$ cat src/include/aac_pkg.sv
// Shared constants and types for the axis auxiliary command handler
package aac_pkg;

	// ------------------------------------------------------------
	// Sizes
	// ------------------------------------------------------------
	localparam int AXIS_COUNT = 2;
	localparam int IRQ_W      = 4;

	// ------------------------------------------------------------
	// Register byte offsets
	// ------------------------------------------------------------
	localparam logic [7:0] REG_CMD_ADDR   = 8'h00;
	localparam logic [7:0] REG_CMD_VALUE  = 8'h04;
	localparam logic [7:0] REG_CMD_ISSUE  = 8'h08;
	localparam logic [7:0] REG_CMD_RESULT = 8'h0c;
	localparam logic [7:0] REG_JOG_SPEED  = 8'h10;
	localparam logic [7:0] REG_IRQ_STATUS = 8'h14;
	localparam logic [7:0] REG_IRQ_CLEAR  = 8'h18;
	localparam logic [7:0] REG_IRQ_ENABLE = 8'h1c;
	localparam logic [7:0] REG_STATE_SNAP = 8'h40;
	localparam logic [3:0] AX_PAGE_BASE   = 4'h2;
	localparam logic [3:0] AX_OFF_STATE   = 4'h0;
	localparam logic [3:0] AX_OFF_POS     = 4'h4;
	localparam logic [3:0] AX_OFF_STEP    = 4'h8;

	// ------------------------------------------------------------
	// Field positions
	// ------------------------------------------------------------
	localparam int CMD_SLOT_LSB  = 16;
	localparam int ST_AUXNUM_LSB = 16;
	localparam int RES_OP_LSB    = 4;
	localparam int IRQ_DONE      = 0;
	localparam int IRQ_REJECT    = 1;
	localparam int IRQ_JOG_END   = 2;
	localparam int IRQ_AUX_CODE  = 3;

	// ------------------------------------------------------------
	// Values and reset values
	// ------------------------------------------------------------
	localparam logic [15:0]      SLOT_NUM        = 16'h0000;
	localparam logic [15:0]      AXIS_MAX        = 16'h0001;
	localparam logic [15:0]      START_STEP_MIN  = 16'h0001;
	localparam logic [15:0]      STEP_MAX        = 16'h0096;
	localparam logic [7:0]       RST_START_STEP  = 8'h01;
	localparam logic [7:0]       RST_REPEAT_STEP = 8'h00;
	localparam logic [15:0]      RST_JOG_SPEED   = 16'h0010;
	localparam logic [IRQ_W-1:0] RST_IRQ_EN      = 4'h0;

	// ------------------------------------------------------------
	// Commands and reject reasons
	// ------------------------------------------------------------
	typedef enum logic [3:0] {
		op_nop                        = 4'h0,
		op_jog_move_cmd               = 4'h1,
		op_jog_move_cmd_alt           = 4'h2,
		op_start_step_change_cmd      = 4'h3,
		op_repeat_step_change_cmd     = 4'h4,
		op_repeat_step_change_cmd_alt = 4'h5,
		op_aux_code_release_cmd       = 4'h6,
		op_position_preset_cmd        = 4'h7,
		op_error_reset                = 4'h8,
		op_axis_state_read_cmd        = 4'h9
	} aac_op_t;

	typedef enum logic [2:0] {
		rsn_ok     = 3'h0,
		rsn_opcode = 3'h1,
		rsn_slot   = 3'h2,
		rsn_axis   = 3'h3,
		rsn_busy   = 3'h4,
		rsn_error  = 3'h5,
		rsn_range  = 3'h6
	} aac_rsn_t;

endpackage

$ cat src/include/aac_axis_if.sv
// Command and state link between the handler and one axis
`timescale 1ns/1ps
interface aac_axis_if;
	import aac_pkg::*;
	logic        go;
	logic        fail;
	aac_op_t     op;
	logic [31:0] value;
	logic [15:0] jog_speed;
	logic        aux_set;
	logic [15:0] aux_set_num;
	logic        busy;
	logic        error;
	logic        origin;
	logic        aux_flag;
	logic [15:0] aux_num;
	logic [31:0] pos;
	logic [7:0]  start_step;
	logic [7:0]  repeat_step;
	logic        jog_done;
	logic        step;
	logic        dir;

	modport ctl (
		output go, fail, op, value, jog_speed, aux_set, aux_set_num,
		input  busy, error, origin, aux_flag, aux_num, pos, start_step, repeat_step, jog_done, step, dir
	);
	modport ax (
		input  go, fail, op, value, jog_speed, aux_set, aux_set_num,
		output busy, error, origin, aux_flag, aux_num, pos, start_step, repeat_step, jog_done, step, dir
	);
endinterface

$ cat src/aac_axis.sv
// Per-axis state: position, origin, steps, pending auxiliary code and jog engine
`timescale 1ns/1ps
module aac_axis
	import aac_pkg::*;
(
	// Clock and reset
	input wire logic sys_clk,
	input wire logic rst,
	// Link to the handler
	aac_axis_if.ax   ax
);

	// ------------------------------------------------------------
	// State
	// ------------------------------------------------------------
	logic [31:0] pos_q;
	logic        org_q;
	logic [7:0]  start_q;
	logic [7:0]  rep_q;
	logic        auxf_q;
	logic [15:0] auxn_q;
	logic        err_q;
	logic        busy_q;
	logic        dir_q;
	logic [31:0] rem_q;
	logic [15:0] cnt_q;
	logic        step_q;
	logic        done_q;

	// Command decode; the handler only sends commands it has accepted
	wire         jog_go   = ax.go && (ax.op == op_jog_move_cmd || ax.op == op_jog_move_cmd_alt);
	wire         pre_go   = ax.go && (ax.op == op_position_preset_cmd);
	wire         start_go = ax.go && (ax.op == op_start_step_change_cmd);
	wire         rep_go   = ax.go && (ax.op == op_repeat_step_change_cmd || ax.op == op_repeat_step_change_cmd_alt);
	wire         rel_go   = ax.go && (ax.op == op_aux_code_release_cmd);
	wire         erst_go  = ax.go && (ax.op == op_error_reset);
	// Signed distance becomes a direction and a magnitude
	wire [31:0]  jog_mag  = ax.value[31] ? (32'h0000_0000 - ax.value) : ax.value;
	// A speed of zero would never tick, so it is treated as one cycle per count
	wire [15:0]  spd_m1   = (ax.jog_speed == 16'h0000) ? 16'h0000 : (ax.jog_speed - 16'h0001);
	wire         tick     = busy_q && (cnt_q == 16'h0000);
	wire         last     = tick && (rem_q == 32'h0000_0001);

	// Jog engine: one count per tick at the jog speed
	always_ff @(posedge sys_clk or posedge rst) begin
		if (rst) begin
			busy_q <= 1'b0;
			dir_q  <= 1'b0;
			rem_q  <= 32'h0000_0000;
			cnt_q  <= 16'h0000;
		end else if (jog_go) begin
			busy_q <= (jog_mag != 32'h0000_0000);
			dir_q  <= ax.value[31];
			rem_q  <= jog_mag;
			cnt_q  <= spd_m1;
		end else if (tick) begin
			busy_q <= !last;
			rem_q  <= rem_q - 32'h0000_0001;
			cnt_q  <= spd_m1;
		end else if (busy_q) begin
			cnt_q  <= cnt_q - 16'h0001;
		end
	end

	// Step strobe and end-of-jog pulse
	always_ff @(posedge sys_clk or posedge rst) begin
		if (rst) begin
			step_q <= 1'b0;
			done_q <= 1'b0;
		end else begin
			step_q <= tick;
			done_q <= last || (jog_go && jog_mag == 32'h0000_0000);
		end
	end

	// Position and origin; preset is refused while moving, and wins over a tick that falls in the same cycle
	always_ff @(posedge sys_clk or posedge rst) begin
		if (rst) begin
			pos_q <= 32'h0000_0000;
			org_q <= 1'b0;
		end else if (pre_go) begin
			pos_q <= ax.value;
			org_q <= 1'b1;
		end else if (tick) begin
			pos_q <= dir_q ? (pos_q - 32'h0000_0001) : (pos_q + 32'h0000_0001);
		end
	end

	// Step numbers
	always_ff @(posedge sys_clk or posedge rst) begin
		if (rst) begin
			start_q <= RST_START_STEP;
			rep_q   <= RST_REPEAT_STEP;
		end else begin
			if (start_go)
				start_q <= ax.value[7:0];
			if (rep_go)
				rep_q   <= ax.value[7:0];
		end
	end

	// Pending code and error; a new code or a fault wins over a same-cycle clear
	always_ff @(posedge sys_clk or posedge rst) begin
		if (rst) begin
			auxf_q <= 1'b0;
			auxn_q <= 16'h0000;
			err_q  <= 1'b0;
		end else begin
			if (ax.aux_set) begin
				auxf_q <= 1'b1;
				auxn_q <= ax.aux_set_num;
			end else if (rel_go && auxf_q) begin
				auxf_q <= 1'b0;
				auxn_q <= 16'h0000;
			end
			err_q <= ax.fail || (err_q && !erst_go);
		end
	end

	// State back to the handler
	assign ax.busy        = busy_q;
	assign ax.error       = err_q;
	assign ax.aux_flag    = auxf_q;
	assign ax.origin      = org_q;
	assign ax.aux_num     = auxn_q;
	assign ax.pos         = pos_q;
	assign ax.start_step  = start_q;
	assign ax.repeat_step = rep_q;
	assign ax.jog_done    = done_q;
	assign ax.step        = step_q;
	assign ax.dir         = dir_q;

endmodule

$ cat src/aac_handler.sv
// Auxiliary per-axis command handler with register port and interrupt
//
// Design decisions made here: the register addresses and the plain strobed port.
`timescale 1ns/1ps
module aac_handler
	import aac_pkg::*;
(
	// Clock and reset
	input  wire logic                        sys_clk,
	input  wire logic                        rst,
	// Register port
	input  wire logic [7:0]                  reg_addr,
	input  wire logic [31:0]                 reg_wdata,
	input  wire logic                        reg_wr,
	input  wire logic                        reg_rd,
	output logic      [31:0]                 reg_rdata,
	// Interrupt
	output logic                             irq,
	// Pending auxiliary codes from the motion sequencer
	input  wire logic [AXIS_COUNT-1:0]       aux_code_set,
	input  wire logic [AXIS_COUNT-1:0][15:0] aux_code_num,
	// Axis state and step output
	output logic      [AXIS_COUNT-1:0]       axis_busy,
	output logic      [AXIS_COUNT-1:0]       axis_error,
	output logic      [AXIS_COUNT-1:0]       move_step,
	output logic      [AXIS_COUNT-1:0]       move_dir
);

	// ------------------------------------------------------------
	// Registers and per-axis views
	// ------------------------------------------------------------
	logic [15:0]           cmd_axis_q;
	logic [15:0]           cmd_slot_q;
	logic [31:0]           cmd_value_q;
	logic [15:0]           jog_speed_q;
	logic [15:0]           result_q;
	logic [31:0]           snap_q;
	logic [IRQ_W-1:0]      irq_st_q;
	logic [IRQ_W-1:0]      irq_en_q;
	logic                  irq_q;
	logic [31:0]           rdata_q;
	logic [AXIS_COUNT-1:0] go_q;
	logic [AXIS_COUNT-1:0] fail_q;
	aac_op_t               op_q;
	logic [31:0]           value_q;
	logic [31:0]           st_word   [AXIS_COUNT];
	logic [31:0]           pos_word  [AXIS_COUNT];
	logic [31:0]           step_word [AXIS_COUNT];
	logic [AXIS_COUNT-1:0] busy_v;
	logic [AXIS_COUNT-1:0] err_v;
	logic [AXIS_COUNT-1:0] done_v;
	logic [AXIS_COUNT-1:0] step_v;
	logic [AXIS_COUNT-1:0] dir_v;

	// ------------------------------------------------------------
	// Address decode
	// ------------------------------------------------------------
	// Write strobes per register
	wire wr_cmd_addr  = reg_wr && (reg_addr == REG_CMD_ADDR);
	wire wr_cmd_value = reg_wr && (reg_addr == REG_CMD_VALUE);
	wire wr_issue     = reg_wr && (reg_addr == REG_CMD_ISSUE);
	wire wr_jog_speed = reg_wr && (reg_addr == REG_JOG_SPEED);
	wire wr_irq_clear = reg_wr && (reg_addr == REG_IRQ_CLEAR);
	wire wr_irq_en    = reg_wr && (reg_addr == REG_IRQ_ENABLE);

	// Axis pages sit one per 16 bytes above the common block
	wire [3:0] ax_page = reg_addr[7:4] - AX_PAGE_BASE;
	wire       ax_hit  = (reg_addr[7:4] >= AX_PAGE_BASE) && (ax_page < 4'(AXIS_COUNT));
	wire       ax_idx  = ax_page[0];
	wire [3:0] ax_off  = reg_addr[3:0];

	// ------------------------------------------------------------
	// Command legality
	// ------------------------------------------------------------
	// The issue write carries the opcode; slot, axis and value come from the staging registers
	aac_op_t issue_op;
	assign issue_op = aac_op_t'(reg_wdata[3:0]);

	wire        op_known = issue_op inside {op_nop, op_jog_move_cmd, op_jog_move_cmd_alt,
		op_start_step_change_cmd, op_repeat_step_change_cmd, op_repeat_step_change_cmd_alt,
		op_aux_code_release_cmd, op_position_preset_cmd, op_error_reset, op_axis_state_read_cmd};
	wire        slot_ok  = (cmd_slot_q == SLOT_NUM);
	wire        axis_ok  = (cmd_axis_q <= AXIS_MAX);
	wire        sel_axis = cmd_axis_q[0];
	wire        sel_busy = busy_v[sel_axis];
	wire        sel_err  = err_v[sel_axis];
	wire [15:0] step_arg = cmd_value_q[15:0];

	wire is_jog   = (issue_op == op_jog_move_cmd) || (issue_op == op_jog_move_cmd_alt);
	wire is_start = (issue_op == op_start_step_change_cmd);
	wire is_rep   = (issue_op == op_repeat_step_change_cmd) || (issue_op == op_repeat_step_change_cmd_alt);
	wire is_pre   = (issue_op == op_position_preset_cmd);
	wire is_read  = (issue_op == op_axis_state_read_cmd);

	// Out-of-range step numbers are refused rather than clipped, so a bad host value never lands
	wire start_in_range = (step_arg >= START_STEP_MIN) && (step_arg <= STEP_MAX);
	wire rep_in_range   = (step_arg <= STEP_MAX);
	// Only jog, start step change and preset wait for the axis to stop; release and repeat do not
	wire busy_block = (is_jog || is_start || is_pre) && sel_busy;
	wire err_block  = is_jog && sel_err;
	wire range_bad  = (is_start && !start_in_range) || (is_rep && !rep_in_range);

	// First failing check names the reason
	aac_rsn_t issue_rsn;
	assign issue_rsn = !op_known  ? rsn_opcode :
	                   !slot_ok   ? rsn_slot   :
	                   !axis_ok   ? rsn_axis   :
	                   err_block  ? rsn_error  :
	                   busy_block ? rsn_busy   :
	                   range_bad  ? rsn_range  : rsn_ok;

	wire issue_ok  = wr_issue && (issue_rsn == rsn_ok);
	wire issue_bad = wr_issue && (issue_rsn != rsn_ok);
	// Faults tied to a valid axis also raise that axis's error bit
	wire axis_flt  = issue_bad && (issue_rsn inside {rsn_busy, rsn_error, rsn_range});

	// ------------------------------------------------------------
	// Staging and parameter registers
	// ------------------------------------------------------------
	// Slot, axis and operand are held across issues until rewritten, so a command can be repeated
	always_ff @(posedge sys_clk or posedge rst) begin
		if (rst) begin
			cmd_axis_q  <= 16'h0000;
			cmd_slot_q  <= 16'h0000;
			cmd_value_q <= 32'h0000_0000;
			jog_speed_q <= RST_JOG_SPEED;
		end else begin
			if (wr_cmd_addr) begin
				cmd_axis_q <= reg_wdata[CMD_SLOT_LSB-1:0];
				cmd_slot_q <= reg_wdata[31:CMD_SLOT_LSB];
			end
			if (wr_cmd_value)
				cmd_value_q <= reg_wdata;
			if (wr_jog_speed)
				jog_speed_q <= reg_wdata[15:0];
		end
	end

	// ------------------------------------------------------------
	// Dispatch to the axes
	// ------------------------------------------------------------
	// One-cycle command pulse to the selected axis
	always_ff @(posedge sys_clk or posedge rst) begin
		if (rst) begin
			go_q    <= '0;
			fail_q  <= '0;
			op_q    <= op_nop;
			value_q <= 32'h0000_0000;
		end else begin
			go_q    <= issue_ok ? (AXIS_COUNT'(1) << sel_axis) : '0;
			fail_q  <= axis_flt ? (AXIS_COUNT'(1) << sel_axis) : '0;
			op_q    <= issue_op;
			value_q <= cmd_value_q;
		end
	end

	// Last command outcome and the latched axis state
	always_ff @(posedge sys_clk or posedge rst) begin
		if (rst) begin
			result_q <= 16'h0000;
			snap_q   <= 32'h0000_0000;
		end else if (wr_issue) begin
			result_q <= {5'h00, issue_rsn, reg_wdata[3:0], 2'b00, issue_bad, issue_ok};
			if (issue_ok && is_read)
				snap_q <= st_word[sel_axis];
		end
	end

	// ------------------------------------------------------------
	// Axes
	// ------------------------------------------------------------
	aac_axis_if ax_if[AXIS_COUNT] ();

	genvar gi;
	generate
		for (gi = 0; gi < AXIS_COUNT; gi++) begin : g_axis
			assign ax_if[gi].go          = go_q[gi];
			assign ax_if[gi].fail        = fail_q[gi];
			assign ax_if[gi].op          = op_q;
			assign ax_if[gi].value       = value_q;
			assign ax_if[gi].jog_speed   = jog_speed_q;
			assign ax_if[gi].aux_set     = aux_code_set[gi];
			assign ax_if[gi].aux_set_num = aux_code_num[gi];

			// Readable views of the axis state
			assign st_word[gi]   = {ax_if[gi].aux_num, {(ST_AUXNUM_LSB-4){1'b0}}, ax_if[gi].aux_flag,
			                        ax_if[gi].origin, ax_if[gi].error, ax_if[gi].busy};
			assign pos_word[gi]  = ax_if[gi].pos;
			assign step_word[gi] = {16'h0000, ax_if[gi].repeat_step, ax_if[gi].start_step};
			assign busy_v[gi]    = ax_if[gi].busy;
			assign err_v[gi]     = ax_if[gi].error;
			assign done_v[gi]    = ax_if[gi].jog_done;
			assign step_v[gi]    = ax_if[gi].step;
			assign dir_v[gi]     = ax_if[gi].dir;

			aac_axis u_axis (
				.sys_clk (sys_clk),
				.rst     (rst),
				.ax      (ax_if[gi])
			);
		end
	endgenerate

	// ------------------------------------------------------------
	// Interrupts
	// ------------------------------------------------------------
	// Events of this cycle; a set beats a clear of the same bit
	wire [IRQ_W-1:0] irq_ev  = {|aux_code_set, |done_v, issue_bad, issue_ok};
	wire [IRQ_W-1:0] irq_clr = wr_irq_clear ? reg_wdata[IRQ_W-1:0] : '0;
	wire [IRQ_W-1:0] irq_st_d = (irq_st_q & ~irq_clr) | irq_ev;
	wire [IRQ_W-1:0] irq_en_d = wr_irq_en ? reg_wdata[IRQ_W-1:0] : irq_en_q;

	// Sticky status, enable and the level output
	always_ff @(posedge sys_clk or posedge rst) begin
		if (rst) begin
			irq_st_q <= '0;
			irq_en_q <= RST_IRQ_EN;
			irq_q    <= 1'b0;
		end else begin
			irq_st_q <= irq_st_d;
			irq_en_q <= irq_en_d;
			irq_q    <= |(irq_st_d & irq_en_d);
		end
	end

	// ------------------------------------------------------------
	// Read path
	// ------------------------------------------------------------
	// Unmapped and write-only offsets read as zero
	wire [31:0] ax_rdata = (ax_off == AX_OFF_STATE) ? st_word[ax_idx]   :
	                       (ax_off == AX_OFF_POS)   ? pos_word[ax_idx]  :
	                       (ax_off == AX_OFF_STEP)  ? step_word[ax_idx] : 32'h0000_0000;
	wire [31:0] rdata_d  = (reg_addr == REG_CMD_ADDR)   ? {cmd_slot_q, cmd_axis_q}     :
	                       (reg_addr == REG_CMD_VALUE)  ? cmd_value_q                  :
	                       (reg_addr == REG_CMD_RESULT) ? {16'h0000, result_q}         :
	                       (reg_addr == REG_JOG_SPEED)  ? {16'h0000, jog_speed_q}      :
	                       (reg_addr == REG_IRQ_STATUS) ? {28'h0000000, irq_st_q}      :
	                       (reg_addr == REG_IRQ_ENABLE) ? {28'h0000000, irq_en_q}      :
	                       (reg_addr == REG_STATE_SNAP) ? snap_q                       :
	                       ax_hit                       ? ax_rdata                     : 32'h0000_0000;

	// Read data stand for exactly the one cycle after the strobe
	always_ff @(posedge sys_clk or posedge rst) begin
		if (rst)
			rdata_q <= 32'h0000_0000;
		else
			rdata_q <= reg_rd ? rdata_d : 32'h0000_0000;
	end

	// ------------------------------------------------------------
	// Outputs
	// ------------------------------------------------------------
	// All of these come from flip-flops here or inside the axes
	assign reg_rdata  = rdata_q;
	assign irq        = irq_q;
	assign axis_busy  = busy_v;
	assign axis_error = err_v;
	assign move_step  = step_v;
	assign move_dir   = dir_v;

endmodule

$ cat config.mk
export PLATFORM = sky130hd
export DESIGN_NAME = aac_handler
export DESIGN_NICKNAME = d
export VERILOG_FILES = /design/src/include/aac_pkg.sv /design/src/include/aac_axis_if.sv /design/src/aac_axis.sv /design/src/aac_handler.sv
export SDC_FILE = /design/constraint.sdc
export NUM_CORES = 1
export LEC_CHECK = 0
export BUFFER_PORTS_ARGS = -buffer_cell sky130_fd_sc_hd__buf_4
export CORE_MARGIN = 10
export CORE_UTILIZATION = 45
export CTS_CLUSTER_DIAMETER = 50
export DETAILED_ROUTE_END_ITERATION = 12
export PLACE_DENSITY = 0.66
export SETUP_SLACK_MARGIN = 0.15
export SLEW_MARGIN = 25
export SYNTH_ARGS = -nofsm -noshare
export SYNTH_HDL_FRONTEND = slang
export SYNTH_SLANG_ARGS = --single-unit
$ cat constraint.sdc
create_clock -name sys_clk -period 14.12 [get_ports sys_clk]
set_input_delay 2.824 -clock sys_clk [delete_from_list [all_inputs] [get_ports sys_clk]]
set_output_delay 2.824 -clock sys_clk [all_outputs]
set_load 0.005 [all_outputs]
==> results.py <==
metrics = {
    "grt": {
        "grt_max_degree": 156,
        "grt_pass1_vias": 19340,
        "antenna_found_initial": 0,
        "grt_pass1_wl_mm": 108.3,
        "track_usage_pct": 21.14,
        "grt.overflow.total": 0,
    },
    "power": {
        "p_per_area_mw_per_mm2": 109.2,
        "power.leakage_nw": 12.67,
        "max-vdd-ir-drop_mv": 0.09164,
    },
    "worst_setup_path": {
        "crit_fanout": 32,
        "r2r_slack_ns": 9.73,
        "cp.arrival_ns": 5.72,
        "rr_worst_depth": 12,
        "worstSetupPathType": "input port to register",
        "worstSetupStartpointType": "input port",
        "cp-end-kind": "register",
        "required_ns": 14.59,
    },
    "clock_network": {
        "cts_buffer_depth": 3,
        "htreeDepth": 2,
        "clock-sinks": 428,
        "cts_hold_buffers": 0,
        "ctsRootBufferMaster": "clkbuf_16",
        "cts_tree": "yes",
        "ctsResizeCount": 0,
        "postCtsSetupRepairBufs": 0,
        "clkLatencyLatePin_ns": 0.61,
        "clk_pin_slew_ns": 0.06,
        "cts_buffers": 51,
    },
    "final_layout": {
        "utilization_pct": 51.40,
        "synthToLayoutAreaGrowth_pct": 13.19,
        "fin_nets": 2704,
        "drive_above_1_share_pct": 15.45,
        "nFillCells": 4651,
        "instances_no_fill": 3284,
        "fin_area_mm2": 0.02695,
        "n_antenna_cell": 0,
    },
    "timing": {
        "drv_slew": 0,
        "hold_violations": 0,
        "tightest_slew_ns": 1.014,
        "period_minus_slack_ns": 5.253,
        "finalSetupViolations": 0,
        "finalSetupTns_ns": 0,
        "max-slew-margin-rel_pct": 32.38,
        "fmax_mhz": 190.4,
        "rsz0062_at_grt": "no",
        "fin_skew_ns": 0.02495,
        "period_share_pct": 37.20,
        "hold_slack_ns": 0.4112,
    },
    "floorplanning": {
        "num_rows": 84,
        "die_height_um": 250.0,
        "die-area_mm2": 0.06252,
        "start_util_pct": 45.41,
        "num_io_pins": 119,
        "core-area_mm2": 0.05245,
        "die_x_um": 250.0,
    },
    "routing": {
        "drt-initial-drc-count": 1607,
        "wl_per_cell_um": 20.67,
        "wl_mm": 67.89,
        "viasPerCell": 5.913,
        "drtAntennaViolNets": 0,
        "drtPass1Iterations": 8,
        "drc": 0,
        "num_vias": 19420,
    },
    "synthesis": {
        "syn_area_mm2": 0.02381,
        "synth_top_area_share_pct": 44.66,
        "syn_inst": 2488,
        "synth-warning-count": 0,
        "synth-edff-count": 0,
        "syn_area_per_cell_um2": 9.572,
        "syn_nets": 2638,
        "yosys-top-cells-area": "dfrtp_1 45%, mux2_2 5.6%, a21oi_1 4.2%",
        "yosys.cell_types.count": 85,
        "ys_seq_area_share_pct": 44.99,
        "ys_ff_latch": 428,
        "yosys_most_used_dff": "dfrtp_1",
        "synth_top_cell_by_area": "dfrtp_1",
        "async_reset_ff_share_pct": 100.0,
    },
    "status": {
        "status": "complete, no violations",
    },
    "hold_path": {
        "holdPathStages": 0,
        "min_path_type": "register to register",
    },
    "placed_design": {
        "place_inst": 3189,
        "placement.io_buffers": 118,
        "globalplace.congestion": 0.9508,
        "post_dp_cell_area_mm2": 0.02529,
        "place_hpwl_mm": 49.20,
    },
    "run": {
        "max_cap_viol_count": 0,
    },
}
-- cells by family after synthesis --
group	Yosys count	synth area share, %
mux	206	9.279
compound gates	629	16.71
xor+xnor	169	6.216
buf+inv	187	3.126
simple gates	797	15.83
flops	428	44.99
fa+ha+maj	72	3.846
-- Yosys cell counts (4+ instances only) --
master / instances
a211oi_1: 18
a21o_1: 33
a21oi_1: 200
a221oi_1: 9
a222oi_1: 24
a22o_1: 35
a22oi_1: 19
a31oi_1: 34
and2_1: 10
and3_1: 14
buf_1: 15
buf_2: 6
buf_4: 9
clkbuf_1: 106
dfrtp_1: 425
ha_1: 70
inv_1: 48
mux2_2: 118
mux2i_1: 88
nand2_1: 260
nand2b_1: 20
nand3_1: 37
nand3b_1: 10
nand4_1: 16
nand4b_1: 5
nor2_1: 251
nor2b_1: 13
nor3_1: 61
nor4_1: 31
o211ai_1: 6
o21a_1: 14
o21ai_0: 141
o21bai_1: 11
o22ai_1: 29
o31ai_1: 16
o41ai_1: 5
or2_2: 7
or3_1: 22
or4_1: 8
or4_4: 4
xnor2_1: 108
xor2_1: 61
-- report_power, final --
group	internal, mW	switching, mW
clock network	0.757	0.553
logic	0.126	0.182
registers	1.27	0.0551
-- flip-flops by register name (all words and copies together), names as in the netlist, 4 cells and up --
signal,count
snap_q,20
cmd_value_q,32
cmd_slot_q,16
cmd_axis_q,16
result_q,9
g_axis.u_axis.ax.aux_num,32
reg_rdata,32
g_axis.u_axis.ax.pos,64
ax_if.jog_speed,16
ax_if.value,32
g_axis.u_axis.rem_q,64
g_axis.u_axis.ax.repeat_step,16
irq_en_q,4
irq_st_q,4
g_axis.u_axis.ax.start_step,16
g_axis.u_axis.cnt_q,32
ax_if.op,4
-- placed cells by master, fill, tap and decap left out, drive strengths merged, types with 34 or more instances in the layout --
| cell type | Yosys | final |
|---|---|---|
| xnor2 | 108 | 108 |
| buf | 30 | 150 |
| mux2 | 118 | 118 |
| inv | 49 | 56 |
| nand3 | 37 | 37 |
| nand2 | 260 | 260 |
| nor4 | 35 | 35 |
| clkbuf | 107 | 66 |
| o21ai | 144 | 144 |
| ha | 70 | 70 |
| mux2i | 88 | 88 |
| xor2 | 61 | 61 |
| a22o | 35 | 35 |
| dfrtp | 425 | 425 |
| a21oi | 200 | 200 |
| nor2 | 251 | 251 |
| a31oi | 34 | 34 |
| nor3 | 63 | 63 |
-- cell type report --
cell class | count | area, um2 | share of cell area (%)
inverters | 50 | 191.4 | 0.7102
well taps | 688 | 860.8 | 3.194
clock buffers | 66 | 1393 | 5.166
flip-flops and latches | 428 | 10710 | 39.75
multi-input cells | 1873 | 12380 | 45.95
clock inverters | 29 | 269.0 | 0.9980
repair buffers | 150 | 1142 | 4.238
-- through the flow --
stage | setup WS (ns) | power, mW
4_1_cts | 8.944 | 2.962
3_3_place_gp | 8.458 | 1.643
6_report | 8.867 | 2.944
5_1_grt | 8.580 | 3.050
3_5_place_dp | 8.322 | 1.653
2_1_floorplan | 5.521 | 1.548
-- routing by layer --
metal | up-vias | part of all wire [%] | GRT usage [%]
met2 | 602 | 46 | 33.63
li1 | 9109 | - | -
met4 | 0 | 2.9 | 6.954
met3 | 134 | 6.3 | 3.792
met5 | - | 0 | 0
met1 | 9573 | 45 | 28.61
-- path summary, 6_finish.rpt --
kind,start,endpoint
max in group asynchronous,rst,irq$_DFF_PP0_
min in group asynchronous,rst,g_axis[1].u_axis.rem_q[13]$_DFFE_PP0P_
min reg2reg,cmd_value_q[18]$_DFFE_PP0P_,ax_if[0].value[18]$_DFF_PP0_
max reg2reg,g_axis[0].u_axis.cnt_q[6]$_DFFE_PP0P_,g_axis[0].u_axis.rem_q[30]$_DFFE_PP0P_
min,cmd_value_q[18]$_DFFE_PP0P_,ax_if[0].value[18]$_DFF_PP0_
max,reg_addr[1],cmd_slot_q[6]$_DFFE_PP0P_
-- critical path: stages --
cell and delay [ns]:
buf_4 0.12, nor3_1 0.35, nand2b_1 0.54, nor2_2 0.22, buf_4 0.39, nand2_1 0.53
buf_4 0.41, mux2_2 0.31
Power figures use the tool's default switching activity.
